## config.mk

```make
export PLATFORM = sky130hd
export DESIGN_NAME = axis_supervision
export DESIGN_NICKNAME = d
export VERILOG_FILES = /design/src/axis_sup_pkg.sv /design/src/proc_tick.sv /design/src/test_square_gen.sv /design/src/axis_supervision.sv
export SDC_FILE = /design/constraint.sdc
export NUM_CORES = 1
export LEC_CHECK = 0
export BUFFER_PORTS_ARGS = -buffer_cell sky130_fd_sc_hd__buf_4
export CELL_PAD_IN_SITES_DETAIL_PLACEMENT = 1
export CELL_PAD_IN_SITES_GLOBAL_PLACEMENT = 1
export CORE_MARGIN = 2
export CORE_UTILIZATION = 40
export DETAILED_ROUTE_END_ITERATION = 10
export PLACE_DENSITY_LB_ADDON = 0.2
export SLEW_MARGIN = 20
export SYNTH_ARGS = -nofsm -noshare
export SYNTH_HDL_FRONTEND = slang
export SYNTH_HIERARCHICAL = 1
export SYNTH_SLANG_ARGS = --single-unit
export TNS_END_PERCENT = 1
```

## constraint.sdc

```tcl
create_clock -name i_clk -period 6 [get_ports i_clk]
set_input_delay 0.3 -clock i_clk [delete_from_list [all_inputs] [get_ports i_clk]]
set_output_delay 0.3 -clock i_clk [all_outputs]
set_load 0.05 [all_outputs]
```

## src/axis_sup_pkg.sv

```systemverilog
package axis_sup_pkg;

	// =====================================================
	// register byte offsets
	localparam logic [5:0] OFS_CTRL     = 6'h00;
	localparam logic [5:0] OFS_FALLBACK = 6'h04;
	localparam logic [5:0] OFS_MANUAL_A = 6'h08;
	localparam logic [5:0] OFS_MANUAL_B = 6'h0c;
	localparam logic [5:0] OFS_SPD_LIM  = 6'h10;
	localparam logic [5:0] OFS_WINDOW   = 6'h14;
	localparam logic [5:0] OFS_TEST_LO  = 6'h18;
	localparam logic [5:0] OFS_TEST_HI  = 6'h1c;
	localparam logic [5:0] OFS_TEST_PER = 6'h20;
	localparam logic [5:0] OFS_STATUS   = 6'h24;

	// =====================================================
	// control register fields
	localparam int CTRL_MODE_LSB = 0;
	localparam int CTRL_EXPERT   = 2;
	localparam int CTRL_REMOTE   = 3;
	localparam int CTRL_DEFAULTS = 4;

	// =====================================================
	// status register fields
	localparam int STAT_READY    = 0;
	localparam int STAT_IN_POS   = 1;
	localparam int STAT_LATCHED  = 2;
	localparam int STAT_PRESENT  = 3;
	localparam int STAT_MANUAL   = 4;
	localparam int STAT_OUT_EN   = 5;

	typedef enum logic [1:0] {
		MON_OFF  = 2'h0,
		MON_ON   = 2'h1,
		MON_AUTO = 2'h2
	} mon_mode_t;

	// =====================================================
	// reset values
	localparam logic [1:0]         RST_MODE     = 2'h1;
	localparam logic signed [15:0] RST_FALLBACK = 16'sh0000;
	localparam logic signed [15:0] RST_MANUAL_A = 16'sh0d02;
	localparam logic signed [15:0] RST_MANUAL_B = -16'sh0d02;
	localparam logic [15:0]        RST_SPD_LIM  = 16'h2710;
	localparam logic [17:0]        RST_WINDOW   = 18'h000c8;
	localparam logic [13:0]        RST_TEST_LO  = 14'h0019;
	localparam logic [13:0]        RST_TEST_HI  = 14'h004b;
	localparam logic [15:0]        RST_TEST_PER = 16'h0000;

	// =====================================================
	// limits and timing
	localparam logic [15:0] LEVEL_MAX    = 16'h2710;
	localparam logic [17:0] WINDOW_MIN   = 18'h00002;
	localparam logic [17:0] WINDOW_MAX   = 18'h30d40;
	localparam int          UM_PER_MM    = 1000;
	localparam int          CLK_HZ       = 40000000;
	localparam int          PROC_CYCLE_US = 1000;
	localparam int          PROC_CYCLES  = CLK_HZ / 1000000 * PROC_CYCLE_US;

endpackage

```

## src/proc_tick.sv

```systemverilog
`timescale 1ns/1ps
`default_nettype none
module proc_tick #(
	parameter int CYCLES = 40000
) (
	input  wire logic i_clk,
	input  wire logic i_nrst,
	output logic      o_tick
);
	logic [31:0] cnt_r;

	always_ff @(posedge i_clk or negedge i_nrst)
	begin
		if (!i_nrst)
		begin
			cnt_r  <= 32'h0;
			o_tick <= 1'b0;
		end
		else if (cnt_r == 32'(CYCLES - 1))
		begin
			cnt_r  <= 32'h0;
			o_tick <= 1'b1;
		end
		else
		begin
			cnt_r  <= cnt_r + 32'h1;
			o_tick <= 1'b0;
		end
	end
endmodule // proc_tick
`default_nettype wire

```

## src/test_square_gen.sv

```systemverilog
`timescale 1ns/1ps
`default_nettype none
module test_square_gen (
	input  wire logic        i_clk,
	input  wire logic        i_nrst,
	input  wire logic        i_tick,
	input  wire logic        i_enable,
	input  wire logic [15:0] i_period_ms,
	output logic             o_upper
);
	logic [15:0] ms_r;

	// toggles between lower and upper each time the cycle time elapses
	always_ff @(posedge i_clk or negedge i_nrst)
	begin
		if (!i_nrst)
		begin
			ms_r    <= 16'h0;
			o_upper <= 1'b0;
		end
		else if (!i_enable || i_period_ms == 16'h0)
		begin
			ms_r    <= 16'h0;
			o_upper <= 1'b0;
		end
		else if (i_tick)
		begin
			if (ms_r >= i_period_ms - 16'h1)
			begin
				ms_r    <= 16'h0;
				o_upper <= ~o_upper;
			end
			else
				ms_r <= ms_r + 16'h1;
		end
	end
endmodule // test_square_gen
`default_nettype wire

```

## src/axis_supervision.sv

```systemverilog
`timescale 1ns/1ps
`default_nettype none
//
// Behaviour
// [RQ1] mode on: monitor all, clear on enable low
// [RQ2] mode off: no monitoring, no failure flagged
// [RQ3] mode auto: failure clears once condition gone
// [RQ4] monitor loop sensor, current, range, internal
// [RQ5] failure shows as ready deasserted
// [RQ6] not ready drives programmed fallback level
// [RQ7] zero fallback switches output stage off
// [RQ8] operator uses one for centre current
// [RQ9] fallback kept apart from parameter defaults
// [RQ10] manual input drives signed manual speed
// [RQ11] manual release holds current position
// [RQ12] sensor fault: manual allowed, release switches off; code: mode on blocks manual once latched, release gives fallback level
// [RQ13] manual speed limited by active speed limit
// [RQ14] fallback used after manual release
// [RQ15] in-position when error below window
// [RQ16] in-position flag does not affect control
// [RQ17] in-position only while start active
// [RQ18] standard view hides expert commands
// [RQ19] remote mode square wave between positions
// [RQ20] ready needs enable and no failure
module axis_supervision
	import axis_sup_pkg::*;
#(
	parameter int TICK_CYCLES = axis_sup_pkg::PROC_CYCLES
) (
	input  wire logic               i_clk,
	input  wire logic               i_nrst,
	input  wire logic [5:0]         i_address,
	input  wire logic               i_read,
	input  wire logic               i_write,
	input  wire logic [31:0]        i_writedata,
	output logic [31:0]             o_readdata,
	output logic                    o_waitrequest,
	input  wire logic               i_enable,
	input  wire logic               i_start,
	input  wire logic               i_manual_a,
	input  wire logic               i_manual_b,
	input  wire logic               i_ext_speed_sel,
	input  wire logic [15:0]        i_ext_speed,
	input  wire logic signed [31:0] i_cmd_pos,
	input  wire logic signed [31:0] i_act_pos,
	input  wire logic signed [15:0] i_ctrl_level,
	input  wire logic               i_flt_loop_sensor,
	input  wire logic               i_flt_pos_sensor,
	input  wire logic               i_flt_out_current,
	input  wire logic               i_flt_range,
	input  wire logic               i_flt_internal,
	output logic                    o_ready,
	output logic                    o_in_position,
	output logic signed [15:0]      o_out_level,
	output logic                    o_out_enable,
	output logic                    o_hold_valid,
	output logic signed [31:0]      o_hold_pos,
	output logic                    o_test_active,
	output logic signed [31:0]      o_test_demand
);
	// =====================================================
	// helpers
	function automatic logic [31:0] abs32(input logic signed [31:0] v);
		return v[31] ? 32'(-v) : 32'(v);
	endfunction

	function automatic logic [15:0] abs16(input logic signed [15:0] v);
		return v[15] ? 16'(-v) : 16'(v);
	endfunction

	// =====================================================
	// registers
	mon_mode_t          mode_r;
	logic               expert_r;
	logic               remote_r;
	logic signed [15:0] fallback_r;
	logic signed [15:0] man_a_r;
	logic signed [15:0] man_b_r;
	logic [15:0]        spd_lim_r;
	logic [17:0]        window_r;
	logic [13:0]        test_lo_r;
	logic [13:0]        test_hi_r;
	logic [15:0]        test_per_r;
	logic               latched_r;
	logic               manual_r;

	logic        tick;
	logic        test_upper;
	logic        wr_acc;
	logic        rd_acc;
	logic        present;
	logic        manual;
	logic        ready_nxt;
	logic [15:0] speed_lim;
	logic [15:0] man_mag;
	logic [15:0] man_lim;
	logic [31:0] pos_err;

	assign wr_acc = i_write && !o_waitrequest;
	assign rd_acc = i_read && o_waitrequest;
	assign manual = i_manual_a || i_manual_b;
	assign pos_err = abs32(i_cmd_pos - i_act_pos);

	// =====================================================
	// divider and test generator
	proc_tick #(
		.CYCLES (TICK_CYCLES)
	) u_tick (
		.i_clk  (i_clk),
		.i_nrst (i_nrst),
		.o_tick (tick)
	);

	test_square_gen u_square (
		.i_clk       (i_clk),
		.i_nrst      (i_nrst),
		.i_tick      (tick),
		.i_enable    (remote_r),
		.i_period_ms (test_per_r),
		.o_upper     (test_upper)
	);

	// =====================================================
	// bus handshake: one wait state, answer in second cycle
	always_ff @(posedge i_clk or negedge i_nrst)
	begin
		if (!i_nrst)
			o_waitrequest <= 1'b1;
		else
			o_waitrequest <= !((i_read || i_write) && o_waitrequest);
	end

	// =====================================================
	// control register
	always_ff @(posedge i_clk or negedge i_nrst)
	begin
		if (!i_nrst)
		begin
			mode_r   <= mon_mode_t'(RST_MODE);
			expert_r <= 1'b0;
			remote_r <= 1'b0;
		end
		else if (wr_acc && i_address == OFS_CTRL)
		begin
			case (i_writedata[CTRL_MODE_LSB +: 2])
				MON_OFF:  mode_r <= MON_OFF;
				MON_AUTO: mode_r <= MON_AUTO;
				default:  mode_r <= MON_ON;
			endcase
			expert_r <= i_writedata[CTRL_EXPERT];
			remote_r <= i_writedata[CTRL_REMOTE];
		end
	end

	// =====================================================
	// fallback level: expert only, untouched by restore
	always_ff @(posedge i_clk or negedge i_nrst)
	begin
		if (!i_nrst)
			fallback_r <= RST_FALLBACK;
		else if (wr_acc && expert_r && i_address == OFS_FALLBACK
			&& abs16(i_writedata[15:0]) <= LEVEL_MAX)     // [RQ9] [RQ18]
			fallback_r <= i_writedata[15:0];
	end

	// =====================================================
	// parameter set with restore-defaults command
	always_ff @(posedge i_clk or negedge i_nrst)
	begin
		if (!i_nrst)
		begin
			man_a_r    <= RST_MANUAL_A;
			man_b_r    <= RST_MANUAL_B;
			spd_lim_r  <= RST_SPD_LIM;
			window_r   <= RST_WINDOW;
			test_lo_r  <= RST_TEST_LO;
			test_hi_r  <= RST_TEST_HI;
			test_per_r <= RST_TEST_PER;
		end
		else if (wr_acc && i_address == OFS_CTRL
			&& i_writedata[CTRL_DEFAULTS])
		begin
			man_a_r    <= RST_MANUAL_A;                   // [RQ9]
			man_b_r    <= RST_MANUAL_B;
			spd_lim_r  <= RST_SPD_LIM;
			window_r   <= RST_WINDOW;
			test_lo_r  <= RST_TEST_LO;
			test_hi_r  <= RST_TEST_HI;
			test_per_r <= RST_TEST_PER;
		end
		else if (wr_acc)
		begin
			case (i_address)
				OFS_MANUAL_A:
					if (abs16(i_writedata[15:0]) <= LEVEL_MAX) // [RQ10]
						man_a_r <= i_writedata[15:0];
				OFS_MANUAL_B:
					if (abs16(i_writedata[15:0]) <= LEVEL_MAX)
						man_b_r <= i_writedata[15:0];
				OFS_SPD_LIM:
					if (i_writedata[15:0] != 16'h0
						&& i_writedata[15:0] <= LEVEL_MAX)
						spd_lim_r <= i_writedata[15:0];
				OFS_WINDOW:
					if (i_writedata[17:0] >= WINDOW_MIN
						&& i_writedata[17:0] <= WINDOW_MAX
						&& i_writedata[31:18] == 14'h0)   // [RQ15]
						window_r <= i_writedata[17:0];
				OFS_TEST_LO:  test_lo_r  <= i_writedata[13:0];
				OFS_TEST_HI:  test_hi_r  <= i_writedata[13:0];
				OFS_TEST_PER: test_per_r <= i_writedata[15:0];
				default:      ;
			endcase
		end
	end

	// =====================================================
	// read data
	always_ff @(posedge i_clk or negedge i_nrst)
	begin
		if (!i_nrst)
			o_readdata <= 32'h0;
		else if (rd_acc)
		begin
			case (i_address)
				OFS_CTRL:
					o_readdata <= {28'h0, remote_r, expert_r, mode_r};
				OFS_FALLBACK:                                 // [RQ18]
					o_readdata <= expert_r ? 32'(fallback_r) : 32'h0;
				OFS_MANUAL_A: o_readdata <= 32'(man_a_r);
				OFS_MANUAL_B: o_readdata <= 32'(man_b_r);
				OFS_SPD_LIM:  o_readdata <= {16'h0, spd_lim_r};
				OFS_WINDOW:   o_readdata <= {14'h0, window_r};
				OFS_TEST_LO:  o_readdata <= {18'h0, test_lo_r};
				OFS_TEST_HI:  o_readdata <= {18'h0, test_hi_r};
				OFS_TEST_PER: o_readdata <= {16'h0, test_per_r};
				OFS_STATUS:
					o_readdata <= {26'h0, o_out_enable, manual_r,
						present, latched_r, o_in_position, o_ready};
				default:      o_readdata <= 32'h0;
			endcase
		end
	end

	// =====================================================
	// supervision
	always_comb
	begin
		present = (mode_r != MON_OFF)                         // [RQ2]
			&& (i_flt_loop_sensor || i_flt_pos_sensor      // [RQ4]
			|| i_flt_out_current || i_flt_range || i_flt_internal);
		ready_nxt = i_enable && !present                      // [RQ20]
			&& !(latched_r && mode_r == MON_ON);          // [RQ3]
	end

	// a new failure wins over the clear by enable low
	always_ff @(posedge i_clk or negedge i_nrst)
	begin
		if (!i_nrst)
			latched_r <= 1'b0;
		else if (mode_r == MON_ON && present)
			latched_r <= 1'b1;                            // [RQ1]
		else if (!i_enable || mode_r != MON_ON)
			latched_r <= 1'b0;                            // [RQ1]
	end

	always_ff @(posedge i_clk or negedge i_nrst)
	begin
		if (!i_nrst)
			o_ready <= 1'b0;
		else
			o_ready <= ready_nxt;                         // [RQ5]
	end

	// =====================================================
	// output level selection
	always_comb
	begin
		speed_lim = i_ext_speed_sel ? i_ext_speed : spd_lim_r;
		man_mag   = i_manual_a ? abs16(man_a_r) : abs16(man_b_r);
		man_lim   = (man_mag < speed_lim) ? man_mag : speed_lim; // [RQ13]
	end

	always_ff @(posedge i_clk or negedge i_nrst)
	begin
		if (!i_nrst)
		begin
			o_out_level  <= 16'sh0;
			o_out_enable <= 1'b0;
		end
		else if (manual && i_enable && (ready_nxt
			|| (i_flt_pos_sensor && !latched_r)))         // [RQ12]
		begin
			o_out_enable <= 1'b1;                         // [RQ10]
			if ((i_manual_a ? man_a_r[15] : man_b_r[15]))
				o_out_level <= 16'(-$signed({1'b0, man_lim[14:0]}));
			else
				o_out_level <= $signed(man_lim);
		end
		else if (!ready_nxt)
		begin
			o_out_level  <= fallback_r;                   // [RQ6] [RQ14]
			o_out_enable <= (fallback_r != 16'sh0);       // [RQ7] [RQ12]
		end
		else
		begin
			o_out_level  <= i_ctrl_level;
			o_out_enable <= 1'b1;
		end
	end

	// =====================================================
	// position hold after manual release
	always_ff @(posedge i_clk or negedge i_nrst)
	begin
		if (!i_nrst)
		begin
			manual_r     <= 1'b0;
			o_hold_valid <= 1'b0;
			o_hold_pos   <= 32'sh0;
		end
		else
		begin
			manual_r <= manual;
			if (manual_r && !manual && ready_nxt)
			begin
				o_hold_valid <= 1'b1;                     // [RQ11]
				o_hold_pos   <= i_act_pos;
			end
			else if (manual || i_start || !ready_nxt)
				o_hold_valid <= 1'b0;
		end
	end

	// =====================================================
	// in-position flag, status only
	always_ff @(posedge i_clk or negedge i_nrst)
	begin
		if (!i_nrst)
			o_in_position <= 1'b0;
		else                                              // [RQ16]
			o_in_position <= i_start                      // [RQ17]
				&& (pos_err < 32'(window_r));             // [RQ15]
	end

	// =====================================================
	// commissioning square-wave demand
	always_ff @(posedge i_clk or negedge i_nrst)
	begin
		if (!i_nrst)
		begin
			o_test_active <= 1'b0;
			o_test_demand <= 32'sh0;
		end
		else
		begin
			o_test_active <= remote_r;                    // [RQ19]
			o_test_demand <= 32'(test_upper ? test_hi_r : test_lo_r)
				* 32'(UM_PER_MM);                         // [RQ19]
		end
	end

endmodule // axis_supervision
`default_nettype wire

```

==> flow_summary.json <==
{
  "synth_area_mm2": 0.02088,
  "period_minus_slack_ps": 5546,
  "top_layer_used": "met5",
  "cts.sinks": 276,
  "cp-start-kind": "register",
  "cts-htree-levels": 2,
  "clk_latency_ps": 560,
  "worstPathCellList": "mux2_2 > fa_1 > inv_1 > fa_1 > fa_1 > inv_1 > fa_1 > ha_1 > a21oi_1 > o21bai_1 > a21oi_1 > o21bai_1 > a21oi_1 > o21ai_0 > o41ai_2 > o2111ai_1 > a21oi_1 > xnor2_1",
  "p_total_w": 0.007291,
  "grt_pass1_vias": 19870,
  "synth_simple_gate_area_share_pct": 19.19,
  "slowest_stage": "fa_1",
  "grt_usage_pct": 26.25,
  "final_hold_viol_count": 0,
  "cp.arrival_ps": 6010,
  "cts_tree": "done",
  "synth-main-ff-cell": "dfrtp_1",
  "clk_pin_slew_ps": 60,
  "cap_violations": 0,
  "post-dp-hpwl_um": 54340,
  "hold_end": "manual_r",
  "finClkSkew_ps": 23.52,
  "leakage_nw": 11.40,
  "die_x_um": 232.4,
  "fin_nets": 2895,
  "r2r-end": "o_test_demand[22]",
  "drt_wl_total_um": 71180,
  "place_area_mm2": 0.02327,
  "diodes": 0,
  "syn_to_final_growth_pct": 18.33,
  "r2r_cells": 18,
  "relSlewSlack_pct": 27.62,
  "critPathRequiredTime_ps": 6460,
  "numPortBuffers": 254,
  "r2r-start": "u_square/o_upper",
  "synth_compound_area_share_pct": 17.84,
  "fin_area_mm2": 0.02470,
  "synth_edf_count": 0,
  "drc": 0,
  "routed_via_density": 5.749,
  "cts_root_buf": "clkbuf_16",
  "synth_top_family_by_area": "simple AND/OR/NAND/NOR gates",
  "die_h_um": 232.4,
  "grt_pass1_wl_um": 110900,
  "num_vias": 18810,
  "grt_antenna_before_repair": 12,
  "place.gp.congestion": 0.9094,
  "rows": 83,
  "dieArea_mm2": 0.05403,
  "maxSlewViolCount": 0,
  "antenna_left": 0,
  "min_from": "i_manual_b",
  "routed-wl-met3_um": 3690,
  "rsz0062_at_grt": "no",
  "postLayoutCoreUtil_pct": 48.05,
  "drt_iter0_drc": 1148,
  "n_fill_cell": 6023,
  "syn-instance-count": 2354,
  "tightest_slew_ps": 1080,
  "cp-end-kind": "register",
  "m1WireLength_um": 29600,
  "ys_seq_elements": 276,
  "numCtsBuffers": 37,
  "p_per_area_mw_per_mm2": 295.2,
  "hold_depth": 2,
  "final_layout_size_suffix_gt1_share_pct": 18.18,
  "instances_no_fill": 3271,
  "min_path_type": "primary input to register",
  "final_cell_mix": "nand2_1 (337), buf_4 (279), dfrtp_1 (243)",
  "overflow": 0,
  "initial_core_util_pct": 40.61,
  "slowest_delay_ps": 570,
  "routedWlPerCell_um": 21.76,
  "setup-violations-final": 0,
  "setup_tns_ps": 0,
  "synth_mux_area_share_pct": 5.382,
  "syn_avg_cell_area_um2": 8.868,
  "yosys.area_share.adder_pct": 12.78,
  "cts_buffer_depth": 3,
  "route.met2.wl_um": 34740,
  "layout.cells.most_common": "nand2_1",
  "crit_type": "register to register",
  "status": "completed",
  "crit_fanout": 8,
  "yosysWarnings": 6,
  "finalCritPeriodShare_pct": 92.43,
  "ys_async_sr_fraction_pct": 100.0,
  "grt_start_max_net_pins": 101,
  "dp.cells": 3192,
  "vdd_drop_max_mv": 0.2107,
  "synth_xor_area_share_pct": 6.329,
  "seq_area_frac_synth_pct": 33.28,
  "drt-pass1-iter-count": 5,
  "pin_count": 266,
  "synth.distinct_cells": 110,
  "fmax_ghz": 0.1803,
  "reg2reg_slack_ps": 450,
  "core_area_mm2": 0.05141,
  "postCtsSetupBuffers": 0
}
[cell families (layout without fill, tap and decap cells)]
kind of cell,Yosys count,after routing
AOI/OAI and AO/OA,552,552
DFF,276,276
xor gates and xnor gates,150,150
muxes,107,107
adders and majority gates,185,185
buffers and inverters,253,480
and+or+nand+nor,830,830
other,1,11
[routing by layer]
layer / vias up / GRT usage (%)
met5: - / 0
met4: 14 / 11.08
met3: 167 / 4.718
met2: 455 / 44.57
met1: 9423 / 32.70
li1: 8747 / -
[worst max path at each step]
stage	end	slack [ps]	from
finish	o_test_demand[22]	450	u_square/o_upper
floorplan	o_test_demand[20]	490	u_square/o_upper
detailed placement	o_test_demand[22]	220	u_square/o_upper
global placement	o_test_demand[20]	450	u_square/o_upper
CTS	o_test_demand[22]	200	u_square/o_upper
global route	o_test_demand[23]	30	u_square/o_upper
[sequential cells by signal, summed over array words and instances (netlist names), 14 cells and up]
signal         flops
u_tick/cnt_r      32
o_readdata        19
test_lo_r         14
window_r          18
fallback_r        16
o_out_level       16
o_test_demand     21
man_b_r           16
test_hi_r         14
o_hold_pos        32
man_a_r           16
spd_lim_r         16
u_square/ms_r     16
test_per_r        16
[through the flow]
stage,hold WS (ps),setup WS (ps)
after detailed placement,387.8,223.3
after global routing,20.36,25.52
after CTS,9.735,201.2
after global placement,378.2,454.4
final,29.22,454.2
after floorplan,4.409,486.6
[what timing repair did]
action                                  CTS  global route
hold endpoints to repair                 93             0
hold buffers                             11             0
endpoints found under the setup margin    0             2
resized for setup                         0             1
[cell usage after synthesis (all sizes together), types with 10 or more instances]
master / instances / area [µm²]
nand2: 339 / 1280
dfrtp: 243 / 6081
nor2: 181 / 689.4
a21oi: 153 / 788.3
ha: 138 / 1727
o21ai: 121 / 605.6
inv: 120 / 450.4
xnor2: 100 / 875.8
clkbuf: 88 / 334.1
mux2i: 71 / 710.7
nand3: 64 / 325.3
xor2: 50 / 445.4
nor3: 48 / 245.2
fa: 47 / 940.9
buf: 44 / 292.8
nand4: 40 / 271.5
a21o: 39 / 301.5
mux2: 36 / 412.9
dfstp: 33 / 867.1
nor4: 33 / 285.3
a31oi: 29 / 181.4
and3: 23 / 147.6
o21a: 22 / 166.4
a221oi: 20 / 175.2
a22oi: 18 / 135.1
and2: 18 / 112.6
nor2b: 18 / 112.6
o31ai: 18 / 145.1
o211ai: 15 / 117.6
a211oi: 14 / 110.1
or3: 12 / 80.08
a22o: 11 / 96.34
a41oi: 11 / 103.9
nand2b: 11 / 68.82
o41ai: 10 / 125.1
[where the power goes]
group / total [W] / internal [W] / switching, W / leakage, nW
Clock: 0.00241 / 0.00151 / 0.000902 / 0.644
Combinational: 0.00264 / 0.000979 / 0.00167 / 7.17
Sequential: 0.00223 / 0.00208 / 0.000159 / 3.59
[critical path, delay by kind of cell, from the launching register on]
kind	cells	cell delay, ps
AO/OA/AOI/OAI	9	1810
XOR/XNOR	1	150
adder cells (fa/ha/maj)	5	2380
buffers and inverters	2	130
flip-flops	1	520
multiplexers	1	440
[cell type report]
| cell class | instances | area (µm²) | area share [%] |
|---|---|---|---|
| repair buffers | 291 | 2220 | 8.986 |
| inverters | 121 | 454.2 | 1.839 |
| clock inverters | 15 | 231.5 | 0.9371 |
| multi-input cells | 1835 | 12920 | 52.30 |
| clock buffers | 53 | 1079 | 4.366 |
| flip-flops and latches | 276 | 6948 | 28.13 |
| well taps | 680 | 850.8 | 3.444 |
No activity file was read; power rests on OpenSTA's default activity.
